## config.mk

```make
export PLATFORM = sky130hd
export DESIGN_NAME = ucg_regs
export DESIGN_NICKNAME = d
export VERILOG_FILES = /design/src/shared/ucg_pkg.sv /design/src/verilog/ucg_regs.sv
export SDC_FILE = /design/constraint.sdc
export NUM_CORES = 1
export LEC_CHECK = 0
export ABC_AREA = 1
export BUFFER_PORTS_ARGS = -buffer_cell sky130_fd_sc_hd__buf_4
export CAP_MARGIN = 20
export CORE_MARGIN = 1
export CORE_UTILIZATION = 45
export CTS_CLUSTER_SIZE = 14
export DETAILED_ROUTE_END_ITERATION = 6
export HOLD_SLACK_MARGIN = 0.03
export PLACE_DENSITY = 0.8
export SETUP_SLACK_MARGIN = 0.5
export SYNTH_ARGS = -nofsm -noshare
export SYNTH_HDL_FRONTEND = slang
export SYNTH_SLANG_ARGS = --single-unit
```

## constraint.sdc

```tcl
create_clock -name ref_clk -period 1.63 [get_ports ref_clk]
set_clock_uncertainty 0.05 [all_clocks]
set_input_delay 0.326 -clock ref_clk [delete_from_list [all_inputs] [get_ports ref_clk]]
set_output_delay 0.326 -clock ref_clk [all_outputs]
set_load 0.005 [all_outputs]
```

## src/shared/ucg_pkg.sv

```systemverilog
package ucg_pkg;
  localparam int ADDR_W = 8;
  localparam int DATA_W = 16;
  localparam logic [7:0] UPPER_CHANNEL_GAIN_OFS = 8'h05;
  localparam logic [7:0] GENERAL_SETUP_OFS = 8'h06;
  localparam logic [15:0] UPPER_CHANNEL_GAIN_RST = 16'h0000;
  localparam logic [15:0] GENERAL_SETUP_RST = 16'h0600;
  // Writable bits: the four 3-bit gain fields
  localparam logic [15:0] GAIN_WR_MASK = 16'h7777;
  localparam int CH7_LSB = 12;
  localparam int CH6_LSB = 8;
  localparam int CH5_LSB = 4;
  localparam int CH4_LSB = 0;
  localparam int GAIN_W = 3;
  localparam logic [2:0] GAIN_CODE_RST = 3'h0;

  typedef struct packed {
    logic [2:0] ampGainCh7;
    logic [2:0] ampGainCh6;
    logic [2:0] ampGainCh5;
    logic [2:0] ampGainCh4;
  } ucg_gains_type;

  typedef struct packed {
    logic [7:0] addr;
    logic [15:0] wdata;
    logic wr;
    logic rd;
  } ucg_req_type;
endpackage

```

## src/verilog/ucg_regs.sv

```systemverilog
// Summary of operation
// Gain register for channels 4-7 at address 5h, resets to 0000h.
// Bits 14:12 set channel 7 gain, code n gives gain 2^n, reset 0.
// Bits 10:8 set channel 6 gain, same encoding, reset 0.
// Bits 6:4 set channel 5 gain, same encoding, reset 0.
// Bits 2:0 set channel 4 gain, same encoding, reset 0.
// General configuration register at address 06h, resets to 0600h.
// Reserved gain bits 15,11,7,3 are written zero and read zero.
//
// Our own choice: strobed register access.
`timescale 1ns/1ps
`default_nettype none
module ucg_regs
(
  // Clock and reset
  input wire logic ref_clk,
  input wire logic rst_n,
  // Register port
  input wire ucg_pkg::ucg_req_type busReq,
  output logic [15:0] rdData,
  // Gain codes to the analog front end
  output ucg_pkg::ucg_gains_type gains
);

  ////////////////////////////////////////////////////////////////////////////
  // Field layout
  // Index 0 is channel 4, index 3 is channel 7
  localparam int NUM_CH = 4;

  localparam int FIELD_LSB [NUM_CH] = '{
    ucg_pkg::CH4_LSB,
    ucg_pkg::CH5_LSB,
    ucg_pkg::CH6_LSB,
    ucg_pkg::CH7_LSB
  };

  // Source of the next read data word
  typedef enum logic [1:0]
  {
    RD_NONE,
    RD_GAIN,
    RD_SETUP,
    RD_UNMAPPED
  } ucg_rdsel_type;

  ////////////////////////////////////////////////////////////////////////////
  // Address decode signals
  logic gainHit;
  logic setupHit;
  logic gainWr;
  logic setupWr;
  logic gainRd;
  logic setupRd;

  // Gain storage
  logic [ucg_pkg::GAIN_W-1:0] gainCode_r [NUM_CH];
  logic [ucg_pkg::GAIN_W-1:0] gainCode_nxt [NUM_CH];
  logic [15:0] gainView;

  // Setup storage
  logic [15:0] setupReg_r;
  logic [15:0] setupReg_nxt;

  // Read path
  ucg_rdsel_type rdSel;
  logic [15:0] rdData_r;
  logic [15:0] rdData_nxt;

  ////////////////////////////////////////////////////////////////////////////
  // One compare per register, shared by both strobes
  always_comb
  begin
    gainHit = 1'b0;
    setupHit = 1'b0;
    if (busReq.addr == ucg_pkg::UPPER_CHANNEL_GAIN_OFS)
    begin
      gainHit = 1'b1;
    end
    else if (busReq.addr == ucg_pkg::GENERAL_SETUP_OFS)
    begin
      setupHit = 1'b1;
    end
  end

  // The bus never raises both strobes, so no priority is needed
  always_comb
  begin
    gainWr = busReq.wr && gainHit;
    setupWr = busReq.wr && setupHit;
    gainRd = busReq.rd && gainHit;
    setupRd = busReq.rd && setupHit;
  end

  ////////////////////////////////////////////////////////////////////////////
  // Gain fields: next value
  always_comb
  begin
    for (int i = 0; i < NUM_CH; i++)
    begin
      gainCode_nxt[i] = gainCode_r[i];
    end
    if (gainWr)
    begin
      // Reserved bits between fields are never stored
      for (int i = 0; i < NUM_CH; i++)
      begin
        gainCode_nxt[i] =
          busReq.wdata[FIELD_LSB[i] +: ucg_pkg::GAIN_W];
      end
    end
  end

  // Gain fields: registers
  always_ff @(posedge ref_clk or negedge rst_n)
  begin
    if (!rst_n)
    begin
      for (int i = 0; i < NUM_CH; i++)
      begin
        gainCode_r[i] <= ucg_pkg::GAIN_CODE_RST;
      end
    end
    else
    begin
      for (int i = 0; i < NUM_CH; i++)
      begin
        gainCode_r[i] <= gainCode_nxt[i];
      end
    end
  end

  // Register image as software sees it
  always_comb
  begin
    gainView = 16'h0000;
    for (int i = 0; i < NUM_CH; i++)
    begin
      gainView[FIELD_LSB[i] +: ucg_pkg::GAIN_W] = gainCode_r[i];
    end
  end

  ////////////////////////////////////////////////////////////////////////////
  // Setup register: stored whole, used only for read-back, it drives no output
  always_comb
  begin
    setupReg_nxt = setupReg_r;
    if (setupWr)
    begin
      setupReg_nxt = busReq.wdata;
    end
  end

  always_ff @(posedge ref_clk or negedge rst_n)
  begin
    if (!rst_n)
    begin
      setupReg_r <= ucg_pkg::GENERAL_SETUP_RST;
    end
    else
    begin
      setupReg_r <= setupReg_nxt;
    end
  end

  ////////////////////////////////////////////////////////////////////////////
  // Read source select
  always_comb
  begin
    rdSel = RD_NONE;
    if (gainRd)
    begin
      rdSel = RD_GAIN;
    end
    else if (setupRd)
    begin
      rdSel = RD_SETUP;
    end
    else if (busReq.rd)
    begin
      rdSel = RD_UNMAPPED;
    end
  end

  // Read data stands one cycle, then returns to zero
  always_comb
  begin
    rdData_nxt = 16'h0000;
    case (rdSel)
      RD_GAIN:
      begin
        // Mask kept as a guard on the reserved positions
        rdData_nxt = gainView & ucg_pkg::GAIN_WR_MASK;
      end
      RD_SETUP:
      begin
        rdData_nxt = setupReg_r;
      end
      default:
      begin
        // Idle and unmapped reads both give zero
        rdData_nxt = 16'h0000;
      end
    endcase
  end

  always_ff @(posedge ref_clk or negedge rst_n)
  begin
    if (!rst_n)
    begin
      rdData_r <= 16'h0000;
    end
    else
    begin
      rdData_r <= rdData_nxt;
    end
  end

  ////////////////////////////////////////////////////////////////////////////
  // Outputs, all straight from flip-flops
  assign rdData = rdData_r;

  assign gains.ampGainCh7 = gainCode_r[3];

  assign gains.ampGainCh6 = gainCode_r[2];

  assign gains.ampGainCh5 = gainCode_r[1];

  assign gains.ampGainCh4 = gainCode_r[0];

endmodule
`default_nettype wire

```

==> impl_metrics.json, run 1 <==
{
  "status": "finished clean",
  "use_met3_pct": 6.034,
  "cts_tree": "yes",
  "antenna_cells": 0,
  "final_cell_mix": "74 x nand2_1, 53 x nand3_1, 45 x buf_4",
  "core_um2": 3799,
  "use_met1_pct": 29.47,
  "leakage_uw": 0.001456,
  "place_ws_ns": 0.2059,
  "yosys_register_bits": 44,
  "syn_to_final_growth_pct": 42.78,
  "overflow": 0,
  "gp_congestion": 0.7894,
  "crit_fanout": 2,
  "worst_setup_path_end_kind": "output pin",
  "dr.pass1.iters": 4,
  "yosysWarnings": 0,
  "n_fill_cell": 296,
  "clk_path_buf_depth": 2,
  "antenna_found_initial": 0,
  "drv_slew": 0,
  "required_ns": 1.25,
  "grt_max_degree": 45,
  "routed_wl_mm": 4.494,
  "hold_violations": 0,
  "dieArea_um2": 4341,
  "r2r_start": "gains[2]$_DFFE_PN0P_",
  "wl_per_cell_um": 13.62,
  "nets": 309,
  "crit_start": "gains[8]$_DFFE_PN0P_",
  "clkLatencyLatePin_ns": 0.30,
  "htree_levels": 2,
  "peakVddDrop_mv": 0.7141,
  "rows": 22,
  "rsz0062_at_grt": "yes",
  "multi_input_area_um2": 634.4,
  "relSlewSlack_pct": 64.57,
  "detailroute.via_count": 1667,
  "regArea_um2": 1104,
  "critical_path_buf_inv_count": 1,
  "fmax_mhz": 827.3,
  "io_buffers": 55,
  "drcViolationCount": 0,
  "cp-start-kind": "flop",
  "ant_nets": 0,
  "min_period_over_period_pct": 74.16,
  "yosysTopAreaCell": "dfrtp_1",
  "syn-num-nets": 237,
  "cts.sinks": 44,
  "drt-initial-drc-count": 115,
  "drive_gt1_share_pct": 31.91,
  "clk_pin_slew_ns": 0.08,
  "first_global_vias": 1549,
  "path_cells": "buf_6",
  "syn_area_um2": 1837,
  "finalSetupTns_ns": 0,
  "layout_commonest_cell": "nand2_1",
  "cpPeakStageDelay_ns": 0.41,
  "ys_types": 14,
  "chipHeight_um": 65.89,
  "io_pins": 56,
  "final_cells": 330,
  "synth-seq-area-share_pct": 60.08,
  "cp_top_family": "flip-flops",
  "critical_path_class": "reg -> out",
  "worst_pin_slew_ns": 0.5315,
  "post_drt_via_cell_ratio": 5.052,
  "p_per_area_nw_per_um2": 770.2,
  "arrival_ns": 0.83,
  "grt-busiest-layer": "met2",
  "setup_viol": 0,
  "die_x_um": 65.89,
  "dp.cells": 307,
  "syn_avg_cell_area_um2": 8.788,
  "initial_core_util_pct": 48.35,
  "netlist_top_cells_area": "dfrtp_1 57%, nand2_1 15%, nand3_1 14%",
  "final.setup.worst_slack_ns": 0.4213,
  "slowest_stage": "dfrtp_1",
  "final.min_clock_period_ns": 1.209,
  "grt_pass1_wl_mm": 7.210,
  "synth_top_cell_area_share_pct": 57.22,
  "synthCells": 209,
  "dp_hpwl_mm": 2.805,
  "drv_cap": 0,
  "grt.total_usage_pct": 22.85,
  "cts_root_buf": "clkbuf_8",
  "use_met2_pct": 35.59,
  "hp-class": "in -> reg",
  "cts_buffers": 5,
  "post-route-util_pct": 69.04,
  "min_from": "busReq[17]"
}
-- flip-flops by register name, indices dropped and copies added (netlist names) --
| signal | count |
|---|---|
| gains | 12 |
| setupReg_r | 16 |
| rdData | 16 |
-- path summary, 6_finish.rpt --
| kind | end | slack, ns | depth (start not counted) |
|---|---|---|---|
| worst min-delay path | setupReg_r[15]$_DFFE_PN0P_ | 0.21 | 3 |
| max in group asynchronous | setupReg_r[9]$_DFFE_PN1P_ | 0.66 | 2 |
| worst min register to register | setupReg_r[9]$_DFFE_PN1P_ | 0.43 | 2 |
| worst max-delay path | gains[8] | 0.42 | 1 |
| min in group asynchronous | rdData[15]$_DFF_PN0_ | 0.50 | 2 |
| worst max register to register | rdData[2]$_DFF_PN0_ | 0.65 | 4 |
-- metrics by stage --
step                hold WS (ns)  area [um^2]  power, uW
floorplan               -0.01959         1846       1224
global placement          0.2876         2301       1337
detailed placement        0.2967         2301       1343
CTS                       0.2059         2576       2022
global route              0.2105         2623       2109
finish                    0.2071         2623       2020
-- cell type report --
type	instances	share of cell area (%)
timing repair buffer	77	26.91
sequential	44	42.08
clock buffer	7	2.910
inverter	10	1.431
clock inverter	1	0.1908
tap	48	2.290
multi-input combinational	143	24.19
-- where the power goes --
| group | internal [uW] | switching (uW) |
|---|---|---|
| sequential | 1130 | 22.2 |
| clock | 301 | 356 |
| combinational | 110 | 105 |
| total | 1540 | 483 |
-- logic make-up after synthesis --
kind of cell,share of synthesized area (%)
buf+inv,6.198
flops,60.08
simple gates,33.72
-- cells in the mapped netlist --
library cell / count
dfstp_2: 2
buf_4: 2
nor2_4: 1
buf_2: 7
nor2_1: 12
nand3_2: 1
nor2_2: 1
clkbuf_1: 1
nand3_1: 53
inv_1: 9
nand2_1: 75
buf_6: 2
dfrtp_1: 42
inv_2: 1
-- per-layer routing --
| metal | share of wire (%) | up-vias |
|---|---|---|
| met3 | 6.4 | 14 |
| met2 | 51 | 65 |
| met5 | 0 | - |
| met4 | 2.6 | 0 |
| li1 | - | 804 |
| met1 | 40 | 784 |
-- what timing repair did --
| action | in CTS | in global routing |
|---|---|---|
| buffers inserted | 11 | 3 |
| endpoints found under the setup margin | 28 | 49 |
| hold endpoints to repair | 42 | 0 |
| hold buffers | 1 | 0 |
| resized for setup | 27 | 5 |
No activity file was read; power rests on OpenSTA's default activity.
==> inputs of run 2 (changes only) <==
- PLACE_DENSITY: 0.8 -> 0.83
- clock period: 1.63 -> 1 ns (I/O delays scaled with it)
==> run 2 against run 1 <==
  * The flow now finishes with violations (hold timing, setup timing)
  * Routed wire length increased by 83%
  * Critical path depth unchanged
  * Sequential power increased by 63%
  * Worst hold slack got worse by 0.49 ns
==> impl_metrics.json, run 2 (synthesized netlist as in run 1, its figures left out) <==
{
  "cts_tree": "yes",
  "final_cells": 352,
  "drt-initial-drc-count": 236,
  "worst_pin_slew_ns": 0.3079,
  "rsz0062_at_grt": "yes",
  "final.min_clock_period_ns": 1.121,
  "critical_path_buf_inv_count": 1,
  "timing.hold.ws_ns": -0.2845,
  "status": "finished, violations left",
  "path_cells": "buf_6",
  "dr.pass1.iters": 7,
  "final_cell_mix": "48 x nand2_1, 47 x nand3_2, 45 x buf_4",
  "cts_root_buf": "clkbuf_8",
  "syn_to_final_growth_pct": 90.46,
  "drv_cap": 0,
  "cts.sinks": 44,
  "cpPeakStageDelay_ns": 0.43,
  "ant_nets": 0,
  "antenna_found_initial": 0,
  "arrival_ns": 0.87,
  "dp_hpwl_mm": 2.961,
  "grt_max_degree": 21,
  "htree_levels": 2,
  "die_x_um": 65.89,
  "grt.total_usage_pct": 36.16,
  "cp_top_family": "flip-flops",
  "clk_path_buf_depth": 2,
  "post_drt_via_cell_ratio": 5.991,
  "dieArea_um2": 4341,
  "r2r_cells": 4,
  "min_period_over_period_pct": 112.1,
  "p_per_area_nw_per_um2": 1132,
  "nets": 331,
  "first_global_vias": 2147,
  "postPlaceCellArea_um2": 2466,
  "required_ns": 0.75,
  "io_buffers": 55,
  "core_um2": 3799,
  "initial_core_util_pct": 48.35,
  "final.setup.worst_slack_ns": -0.1206,
  "overflow": 0,
  "hp-class": "in -> async",
  "rows": 22,
  "cp_num_cells": 1,
  "grt_pass1_wl_mm": 11.09,
  "critical_path_class": "reg -> out",
  "gp_congestion": 0.7561,
  "peakVddDrop_mv": 1.142,
  "antenna_cells": 0,
  "setup_viol": 30,
  "hold_violations": 37,
  "clk_pin_slew_ns": 0.09,
  "fmax_mhz": 892.4,
  "layout_commonest_cell": "nand2_1",
  "dp.cells": 311,
  "clkLatencyLatePin_ns": 0.32,
  "crit_fanout": 2,
  "detailroute.via_count": 2109,
  "drv_slew": 0,
  "chipHeight_um": 65.89,
  "wl_per_cell_um": 23.35,
  "routed_wl_mm": 8.219,
  "violations": "hold timing, setup timing",
  "io_pins": 56,
  "drive_gt1_share_pct": 68.09,
  "drcViolationCount": 0,
  "n_fill_cell": 121,
  "relSlewSlack_pct": 79.48,
  "leakage_uw": 0.001674,
  "slowest_stage": "dfrtp_1",
  "worst_setup_path_end_kind": "output pin",
  "cts_buffers": 5,
  "design_area_um2": 3498,
  "cp-start-kind": "flop",
  "post-route-util_pct": 92.09
}
-- run 2: path summary, 6_finish.rpt --
path	start	endpoint	slack, ns
max	gains[10]$_DFFE_PN0P_	gains[10]	-0.12
min	rst_n	setupReg_r[0]$_DFFE_PN0P_	-0.28
max reg2reg	gains[0]$_DFFE_PN0P_	rdData[0]$_DFF_PN0_	0
min reg2reg	setupReg_r[10]$_DFFE_PN1P_	setupReg_r[10]$_DFFE_PN1P_	0.45
max in group asynchronous	rst_n	rdData[11]$_DFF_PN0_	0.76
min in group ref_clk	busReq[12]	setupReg_r[10]$_DFFE_PN1P_	0.06
-- run 2: through the flow --
stage / power, uW / setup TNS, ns / hold WS [ns] / setup slack (ns)
finish: 3962 / -2.374 / -0.2845 / -0.1206
detailed placement: 2249 / -11.77 / 0.05143 / -0.4187
floorplan: 2017 / 0 / -0.1456 / 0.01276
CTS: 3810 / -1.537 / -0.2704 / -0.08276
global route: 4062 / -3.184 / -0.2819 / -0.1501
global placement: 2238 / -10.19 / 0.05119 / -0.3512
-- run 2: final cells by class --
type	instances	area [um^2]	area share (%)
multi-input cells	145	1140	32.58
flip-flops and latches	44	1104	31.55
repair buffers	97	1018	29.11
clock buffers	6	82.58	2.361
well taps	48	60.06	1.717
inverters	10	55.05	1.574
clock inverters	2	38.79	1.109
-- run 2: report_power, final --
group | switching [uW] | internal [uW] | total, uW
Clock | 668 | 818 | 1490
Combinational | 320 | 273 | 593
Sequential | 48.0 | 1830 | 1880
-- run 2: timing repair --
action,in CTS,in global routing
buffers inserted,19,7
endpoints found under the hold margin,44,37
gates cloned,7,0
gates resized for setup,116,34
pin swaps,49,30
setup endpoints to repair,72,72
-- run 2: metal layers --
layer	up-vias	wire (um)	global-route usage [%]
met5	-	0	0
met4	0	452	19.02
met3	55	664	8.966
met2	161	4074	61.35
met1	1035	3028	41.74
li1	858	-	-
